==> config.mk <==
export PLATFORM = sky130hd
export DESIGN_NAME = external_and_pin_change_irq
export DESIGN_NICKNAME = d
export VERILOG_FILES = /design/src/irq_pkg.sv /design/src/external_and_pin_change_irq.sv
export SDC_FILE = /design/constraint.sdc
export NUM_CORES = 1
export LEC_CHECK = 0
export ABC_AREA = 1
export BUFFER_PORTS_ARGS = -buffer_cell sky130_fd_sc_hd__buf_4
export CORE_MARGIN = 1.5
export CORE_UTILIZATION = 46
export DETAILED_ROUTE_END_ITERATION = 8
export PLACE_DENSITY = 0.89
export SLEW_MARGIN = 20
export SYNTH_ARGS = -nofsm -noshare
export SYNTH_HDL_FRONTEND = slang
export SYNTH_SLANG_ARGS = --single-unit
==> constraint.sdc <==
create_clock -name sys_clk -period 2.5 [get_ports sys_clk]
set_clock_uncertainty 0.1 [all_clocks]
set_input_delay 0.25 -clock sys_clk [delete_from_list [all_inputs] [get_ports sys_clk]]
set_output_delay 0.25 -clock sys_clk [all_outputs]
set_load 0.005 [all_outputs]
==> src/irq_pkg.sv <==
/*
  constants shared by the external and pin-change interrupt unit: register
  indices, field positions, reset values and sense encodings.
  assumes an apb register bus with 32-bit data, one aligned word per register.
*/
package irq_pkg;

  // ****************************************************************
  // register indices (byte address = index * 4)
  // ****************************************************************
  localparam logic [7:0] idx_ext_irq_enable_mask = 8'h1d;
  localparam logic [7:0] idx_pin_change_mask_group0 = 8'h6b;
  localparam logic [7:0] idx_pin_change_mask_group2 = 8'h6d;
  localparam logic [7:0] idx_ext_irq_sense_control = 8'h69;
  localparam logic [7:0] idx_ext_irq_flags = 8'h1c;
  localparam logic [7:0] idx_pin_change_group_enable = 8'h68;
  localparam logic [7:0] idx_pin_change_group_flags = 8'h1b;
  localparam logic [7:0] idx_pin_change_mask_group1 = 8'h6c;
  localparam logic [7:0] idx_event_status = 8'h70;
  localparam logic [7:0] idx_event_clear = 8'h71;
  localparam logic [7:0] idx_event_enable = 8'h72;
  localparam int addr_lsb = 2;
  localparam int addr_msb = 9;

  // ****************************************************************
  // field layout
  // ****************************************************************
  localparam int sense1_lsb = 2;
  localparam int sense1_msb = 3;
  localparam int sense0_lsb = 0;
  localparam int sense0_msb = 1;
  localparam int group1_pins = 7;
  localparam int pins_per_group = 8;
  localparam int group_count = 3;
  localparam int ext_count = 2;
  localparam int event_count = 5;
  localparam int ev_ext0 = 0;
  localparam int ev_ext1 = 1;
  localparam int ev_group0 = 2;

  // ****************************************************************
  // sense encodings
  // ****************************************************************
  typedef enum logic [1:0] {
    sense_low_level = 2'h0,
    sense_any_change = 2'h1,
    sense_falling = 2'h2,
    sense_rising = 2'h3
  } sense_t;

  // ****************************************************************
  // reset values
  // ****************************************************************
  localparam logic [7:0] reset_byte = 8'h00;
  localparam logic [31:0] reset_word = 32'h0000_0000;

endpackage

==> src/external_and_pin_change_irq.sv <==
/*
  external interrupt unit: two sense-selectable pins, three pin-change groups,
  flags, vector requests to the core, apb registers and a summary interrupt.
  assumes pins arrive synchronous to sys_clk and the core pulses an
  acknowledge input in the cycle it executes a vector.
*/
// Design decision made here: the APB register port.
`timescale 1ns/1ps
module external_and_pin_change_irq
  import irq_pkg::*;
(
  input wire logic sys_clk,
  input wire logic rst,
  input wire logic psel,
  input wire logic penable,
  input wire logic pwrite,
  input wire logic [31:0] paddr,
  input wire logic [31:0] pwdata,
  input wire logic [3:0] pstrb,
  output logic [31:0] prdata,
  output logic pready,
  output logic pslverr,
  input wire logic [irq_pkg::ext_count-1:0] ext_irq_pins,
  input wire logic [7:0] change_pins_group0,
  input wire logic [6:0] change_pins_group1,
  input wire logic [7:0] change_pins_group2,
  input wire logic core_status_word_global,
  output logic [irq_pkg::ext_count-1:0] ext_irq_vector_req,
  output logic [irq_pkg::group_count-1:0] group_vector_req,
  input wire logic [irq_pkg::ext_count-1:0] ext_irq_vector_ack,
  input wire logic [irq_pkg::group_count-1:0] group_vector_ack,
  output logic irq
);
  import irq_pkg::*;

  // ****************************************************************
  // state
  // ****************************************************************
  typedef struct packed {
    logic [3:0] sense;
    logic [1:0] ext_mask;
    logic [1:0] ext_flag;
    logic [2:0] grp_en;
    logic [2:0] grp_flag;
    logic [7:0] msk0;
    logic [6:0] msk1;
    logic [7:0] msk2;
    logic [1:0] ext_q;
    logic [23:0] chg_q;
    logic [4:0] ev_status;
    logic [4:0] ev_enable;
    logic [31:0] rdata;
    logic err;
  } state_t;

  state_t cur;
  state_t next_cur;

  logic [23:0] all_pins;
  logic [23:0] all_masks;
  logic [23:0] changed;
  logic [2:0] grp_hit;
  logic [1:0] ext_hit;
  logic [1:0] ext_level;
  logic [1:0] ext_low;
  sense_t [1:0] mode;
  logic setup;
  logic wr;
  logic [7:0] idx;
  logic hit;
  logic [7:0] wbyte;
  logic [7:0] rbyte;

  // group 1 has only seven pins; pin 15 is absent and stays quiet
  assign all_pins = {change_pins_group2, 1'b0, change_pins_group1, change_pins_group0};
  assign all_masks = {cur.msk2, 1'b0, cur.msk1, cur.msk0};
  assign mode[0] = sense_t'(cur.sense[sense0_msb:sense0_lsb]);
  assign mode[1] = sense_t'(cur.sense[sense1_msb:sense1_lsb]);

  // ****************************************************************
  // detection
  // ****************************************************************
  // sample against previous sample, so only a change between two edges counts
  assign changed = (all_pins ^ cur.chg_q) & all_masks;

  genvar g;
  generate
    for (g = 0; g < group_count; g++)
    begin : grp
      assign grp_hit[g] = |changed[g*pins_per_group +: pins_per_group];
      assign group_vector_req[g] = cur.grp_flag[g] & cur.grp_en[g]
                                   & core_status_word_global;
    end
    for (g = 0; g < ext_count; g++)
    begin : ext
      // pin level is read regardless of the port direction
      assign ext_low[g] = ~ext_irq_pins[g];
      assign ext_level[g] = (mode[g] == sense_low_level);
      // one continuous assignment per bit: separate processes may not share ext_hit
      assign ext_hit[g] =
        (mode[g] == sense_any_change) ? (ext_irq_pins[g] ^ cur.ext_q[g]) :
        (mode[g] == sense_falling) ? (cur.ext_q[g] & ~ext_irq_pins[g]) :
        (mode[g] == sense_rising) ? (~cur.ext_q[g] & ext_irq_pins[g]) :
        1'b0;
      // level mode requests straight from the pin while it stays low
      assign ext_irq_vector_req[g] = cur.ext_mask[g] & core_status_word_global
        & (ext_level[g] ? ext_low[g] : cur.ext_flag[g]);
    end
  endgenerate

  // ****************************************************************
  // apb decode
  // ****************************************************************
  assign setup = psel & ~penable;
  assign wr = psel & penable & pwrite & pstrb[0];
  assign idx = paddr[addr_msb:addr_lsb];
  assign wbyte = pwdata[7:0];
  assign pready = 1'b1;
  assign prdata = cur.rdata;
  assign pslverr = cur.err;
  assign irq = |(cur.ev_status & cur.ev_enable);

  always_comb
  begin
    hit = 1'b1;
    rbyte = reset_byte;
    case (idx)
      idx_ext_irq_sense_control: rbyte = {4'h0, cur.sense};
      idx_ext_irq_enable_mask: rbyte = {6'h00, cur.ext_mask};
      idx_ext_irq_flags: rbyte = {6'h00, cur.ext_flag & ~ext_level};
      idx_pin_change_group_enable: rbyte = {5'h00, cur.grp_en};
      idx_pin_change_group_flags: rbyte = {5'h00, cur.grp_flag};
      idx_pin_change_mask_group0: rbyte = cur.msk0;
      idx_pin_change_mask_group1: rbyte = {1'b0, cur.msk1};
      idx_pin_change_mask_group2: rbyte = cur.msk2;
      idx_event_status: rbyte = {3'h0, cur.ev_status};
      idx_event_clear: rbyte = reset_byte;
      idx_event_enable: rbyte = {3'h0, cur.ev_enable};
      default: hit = 1'b0;
    endcase
  end

  // ****************************************************************
  // next state
  // ****************************************************************
  always_comb
  begin
    next_cur = cur;
    next_cur.ext_q = ext_irq_pins;
    next_cur.chg_q = all_pins;
    if (setup)
    begin
      next_cur.rdata = {24'h000000, rbyte};
      next_cur.err = ~hit;
    end
    if (wr)
    begin
      case (idx)
        idx_ext_irq_sense_control: next_cur.sense = wbyte[3:0];
        idx_ext_irq_enable_mask: next_cur.ext_mask = wbyte[1:0];
        idx_pin_change_group_enable: next_cur.grp_en = wbyte[2:0];
        idx_pin_change_mask_group0: next_cur.msk0 = wbyte;
        idx_pin_change_mask_group1: next_cur.msk1 = wbyte[6:0];
        idx_pin_change_mask_group2: next_cur.msk2 = wbyte;
        idx_event_enable: next_cur.ev_enable = wbyte[4:0];
        default: next_cur.sense = cur.sense;
      endcase
    end
    // clears first, so a same-cycle event below wins
    next_cur.ext_flag = cur.ext_flag & ~ext_irq_vector_ack;
    next_cur.grp_flag = cur.grp_flag & ~group_vector_ack;
    if (wr && idx == idx_ext_irq_flags)
      next_cur.ext_flag = next_cur.ext_flag & ~wbyte[1:0];
    if (wr && idx == idx_pin_change_group_flags)
      next_cur.grp_flag = next_cur.grp_flag & ~wbyte[2:0];
    if (wr && idx == idx_event_clear)
      next_cur.ev_status = cur.ev_status & ~wbyte[4:0];
    next_cur.ext_flag = (next_cur.ext_flag | ext_hit) & ~ext_level;
    next_cur.grp_flag = next_cur.grp_flag | grp_hit;
    next_cur.ev_status[ev_ext0] = next_cur.ev_status[ev_ext0] | ext_hit[0]
                                  | (ext_level[0] & ext_low[0]);
    next_cur.ev_status[ev_ext1] = next_cur.ev_status[ev_ext1] | ext_hit[1]
                                  | (ext_level[1] & ext_low[1]);
    next_cur.ev_status[event_count-1:ev_group0] =
      next_cur.ev_status[event_count-1:ev_group0] | grp_hit;
  end

  always_ff @(posedge sys_clk or posedge rst)
  begin
    if (rst)
    begin
      cur.sense <= 4'h0;
      cur.ext_mask <= 2'h0;
      cur.ext_flag <= 2'h0;
      cur.grp_en <= 3'h0;
      cur.grp_flag <= 3'h0;
      cur.msk0 <= reset_byte;
      cur.msk1 <= 7'h00;
      cur.msk2 <= reset_byte;
      cur.ext_q <= 2'h3;
      cur.chg_q <= 24'h000000;
      cur.ev_status <= 5'h00;
      cur.ev_enable <= 5'h00;
      cur.rdata <= reset_word;
      cur.err <= 1'b0;
    end
    else
      cur <= next_cur;
  end

endmodule

==> Yosys cells after proc, flatten, opt, wreduce, memory -nomap -nowiden <==
Index checks and enable logic that the tools add are counted.
{ "classes": {"add_sub_neg": 0, "multipliers": 0, "n_div": 0, "order_cmp": 0, "n_eq_ne": 17, "n_shift": 0, "mux": 13, "bitwise": 51, "reduce_logical": 17} }
{ "op_table": {"columns": ["cell", "n"], "rows": [
  ["8-bit case mux with 10 select lines", 1],
  ["8-bit by 7-bit == test with 1-bit output, second input constant", 8],
  ["24-bit AND", 1],
  ["8-bit by 5-bit == test with 1-bit output, second input constant", 3],
  ["8-bit OR reduction", 3],
  ["24-bit XOR", 1],
  ["1-bit AND", 20],
  ["2-bit AND reduction", 7],
  ["11-bit OR reduction", 1],
  ["5-bit AND", 2],
  ["1-bit two-way mux", 9],
  ["2-bit AND", 4],
  ["2-bit == test, second input constant", 4],
  ["3-bit AND", 2],
  ["1-bit inverter", 6],
  ["2-bit inverter", 3],
  ["3-bit inverter", 2],
  ["3-bit OR", 2],
  ["5-bit two-way mux", 1],
  ["5-bit inverter", 1],
  ["5-bit OR reduction", 1],
  ["2-bit by 1-bit == test with 1-bit output, second input constant", 2],
  ["2-bit zero test", 2],
  ["1-bit OR", 4],
  ["5 further kinds", 8]
]} }
{ "word_totals": {"ff_bits": 81, "latchBits": 0, "ramBits": 0, "rom_bits": 0, "inputBits": 104, "word_cells": 112, "mem_count": 0} }

==> Depth between registers and ports, before layout <==
{ "logic_depth": {"word_depth": 7, "ltp_mapped": 12, "ltp_nobuf": 11} }

==> Least setup slack after synthesis <==
OpenSTA, ideal clock, no wires.
{ "synth_timing": {"path_type": "input-to-reg", "startpoint": "input paddr[9]", "endpoint": "register cur, in the netlist all_masks[8]", "setup_ps": 124, "arrival_time_ps": 1103, "t_required_ps": 2276, "slack_ps": 1174, "stages": 10, "path_cell_list": "inv_2 nand2_2 nor2_4 buf_6 nand2_2 inv_2 nand2_2 buf_6 nand2_1 o21ai_2"} }
{ "synth_between": {"elab_chain_cells": 2} }
{ "synth_lines": {"columns": ["item", "line_no", "text"], "rows": [
  ["start, declared", "external_and_pin_change_irq.sv:17", "input wire logic [31:0] paddr,"],
  ["8-bit by 7-bit == test with 1-bit output", "external_and_pin_change_irq.sv:158", "case (idx)"],
  ["2-bit AND reduction (no line)", null, null],
  ["end signal, assigned", "external_and_pin_change_irq.sv:208", "cur <= next_cur;"],
  ["end, declared", "external_and_pin_change_irq.sv:56", "state_t cur;"]
]} }
Every way passes these cells.
A chain may end at the register's enable or synchronous reset.

==> flow_metrics.env <==
export IMPL_final_antenna_net_count=0
export IMPL_synthFlopType="dfrtp_1"
export IMPL_relSlewSlack_pct=51.40
export IMPL_htree_levels=3
export IMPL_post_cts_resize_count=0
export IMPL_synth_edf_count=0
export IMPL_rsz0062_at_grt="no"
export IMPL_drt_iter0_drc=203
export IMPL_ys_async_sr_fraction_pct=100.0
export IMPL_worst_pin_slew_ns=0.7223
export IMPL_clock_latency_ns=0.36
export IMPL_netlist_instances=529
export IMPL_synth_seq_cells=81
export IMPL_firstDrtPassIters=5
export IMPL_cts_tree="built"
export IMPL_cts_root_buffer="clkbuf_8"
export IMPL_synth_avg_cell_area_um2=8.082
export IMPL_min_path_type="in2reg"
export IMPL_yosysTopAreaCellShare_pct=46.24
export IMPL_yosysMostFrequentCell="nand2_1"
export IMPL_r2r_start="cur[55]"
export IMPL_path_cells="dlygate4sd3_1 > buf_4 > or2_2 > nand3_1 > nand3_1 > nor4_1 > nand2_1"
export IMPL_clock_sinks=81
export IMPL_yosys_cell_types_count=35
export IMPL_fin_setup_tns_ns=0
export IMPL_globalRoute_totalOverflow=0
export IMPL_dp_hpwl_um=7724
export IMPL_fin_crit_sh_pct=78.27
export IMPL_crit_path_top_delay_cell="nor4_1"
export IMPL_die_h_um=99.41
export IMPL_synth_top_cell_by_area="dfrtp_1"
export IMPL_dieWidth_um=99.41
export IMPL_fin_hold_ws_ns=0.03271
export IMPL_crit_top_cell="nand3_1"
export IMPL_status="complete, no violations"
export IMPL_track_usage_pct=22.21
export IMPL_numCtsBuffers=9
export IMPL_drive_above_1_share_pct=21.37
export IMPL_powerDensity_nw_per_um2=509.4
export IMPL_seq_power_share_pct=52.0
export IMPL_hold_violations=0
export IMPL_internal_power_uw=1974
export IMPL_rows=34
export IMPL_die_area_um2=9881
export IMPL_maxCapViolations=0
export IMPL_cts_hold_buffers=27
export IMPL_vdd_drop_max_mv=0.2848
export IMPL_clock_path_buffers=2
export IMPL_core_um2=8848
export IMPL_cts_setup_buffers=0
export IMPL_critPathMaxStageDelay_ns=0.56
export IMPL_sw_frac_of_total_pct=25.58
export IMPL_antenna_cells=0
export IMPL_io_buffers=67
export IMPL_fillers=768
export IMPL_max_freq_mhz=511.1
export IMPL_initial_core_util_pct=48.32
export IMPL_grt_antenna_before_repair=0
export IMPL_vias_per_cell=5.161
export IMPL_final_nets=730
export IMPL_synth_top_cells_by_area="dfrtp_1, nand2_1, buf_4"
export IMPL_synthTopCellsByCount="nand2_1, dfrtp_1, nand3_1"
export IMPL_crit_fanout=3
export IMPL_drc_errors=0
export IMPL_p_leak_uw=0.002630
export IMPL_yosysSeqAreaShare_pct=47.47
export IMPL_comb_power_share_pct=10.4
export IMPL_slew_violations=0
export IMPL_p_sw_uw=678.4
export IMPL_io_pins=144
export IMPL_finalWirelength_um=10440
export IMPL_crit_family="simple AND/OR/NAND/NOR gates"
export IMPL_cp_required_ns=2.61
export IMPL_yosysWarnings=0
export IMPL_netlist_area_um2=4275
export IMPL_grt_pass1_vias=3621
export IMPL_wl_per_cell_um=14.20
export IMPL_critPathLaunchType="input pin"
export IMPL_vias=3793
export IMPL_critical_path_class="in2reg"
export IMPL_pwr_share_clk_pct=37.6
export IMPL_grt_max_degree=42
export IMPL_critPathLaunch="change_pins_group1[4]"
export IMPL_fin_crit_ns=1.957
export IMPL_setup_viol=0
export IMPL_grt_pass1_wl_um=17160
export IMPL_place_gp_congestion=0.9331
export IMPL_endpoint_kind="flip-flop"
export IMPL_crit_arrival_ns=2.06
export IMPL_synthToLayoutAreaGrowth_pct=21.77
export IMPL_hold_start="group_vector_ack[1]"
export IMPL_clk_pin_slew_worst_paths_ns=0.08
export IMPL_path_buf_inv=2
## path summary, 6_finish.rpt
path / end / slack (ns) / cells after the start
max in group asynchronous: prdata[1] / 1.31 / 4
min in group asynchronous: cur[54] / 0.31 / 3
hold reg to reg: prdata[7] / 0.39 / 2
setup reg to reg: cur[41] / 0.72 / 5
hold / removal: cur[93] / 0.03 / 3
setup / recovery: cur[41] / 0.54 / 7
## tightest hold or removal path: stages
cell	delay, ns
buf_4	0.07
nand3b_1	0.08
nand2_1	0.05
## power groups by stage
stage                     logic [uW]  clock network [uW]  registers [uW]
after floorplan                  148                   0            1400
after global placement           232                   0            1400
after detailed placement         241                   0            1400
after CTS                        275                1010            1380
after global routing             307                1070            1380
final                            275                 998            1380
## cell usage in the layout (no fill, tap or decap), drive strengths merged
cell type      n
bufinv         1
dlygate4sd3   27
nand4          1
nor4           1
or2            5
o31ai          1
ha             4
clkbuf        11
nand3         51
nand2        158
o22ai          4
o221ai         2
and2           1
o21ai         60
nor3           3
nand3b         4
a221oi         1
clkinv         3
dfrtp         79
conb          25
xor2           1
buf           71
dfstp          2
nor2          53
a21oi          6
inv           49
xnor2          2
o21a           1
## sequential cells by signal, indices dropped and copies added (netlist names)
| signal | cells |
|---|---|
| prdata | 8 |
| all_masks | 23 |
| pslverr | 1 |
| mode | 4 |
| cur | 45 |
## metrics by stage
stage                     total power [uW]  instances  worst slack, ns  util (%)  cell area [um^2]
after floorplan                       1544        552          0.07322         -              4362
after global placement                1635        692           0.8239     53.49              4733
after detailed placement              1645        692           0.7904     53.49              4733
after CTS                             2666        735           0.6549     58.84              5206
after global routing                  2761        735           0.5337     58.84              5206
final                                 2652        735           0.5433     58.84              5206
## logic make-up (layout without fill, tap and decap cells)
kind of cell / Yosys count / count (layout) / share of synthesized area, %
buffers and inverters: 87 / 162 / 11.44
xor gates and xnor gates: 3 / 3 / 0.6147
AOI/OAI and AO/OA: 75 / 75 / 10.59
and+or+nand+nor: 277 / 277 / 28.53
adders and majority gates: 4 / 4 / 1.171
other: 2 / 25 / 0.1757
DFF: 81 / 81 / 47.47
## final cells by class
class | count | area [um^2] | share of cell area [%]
Clock buffer | 11 | 141.4 | 2.716
Sequential cell | 81 | 2029 | 38.98
Clock inverter | 5 | 61.31 | 1.178
Multi-Input combinational cell | 384 | 1843 | 35.40
Inverter | 48 | 180.2 | 3.461
Timing Repair Buffer | 98 | 815.8 | 15.67
Tap cell | 108 | 135.1 | 2.596
## routing by layer
metal | global-route usage (%) | part of all wire [%]
met5 | 0 | 0
met4 | 9.209 | 2.7
met3 | 3.584 | 4.8
met2 | 37.62 | 48
met1 | 28.40 | 44
(Power assumes the default switching activity.)
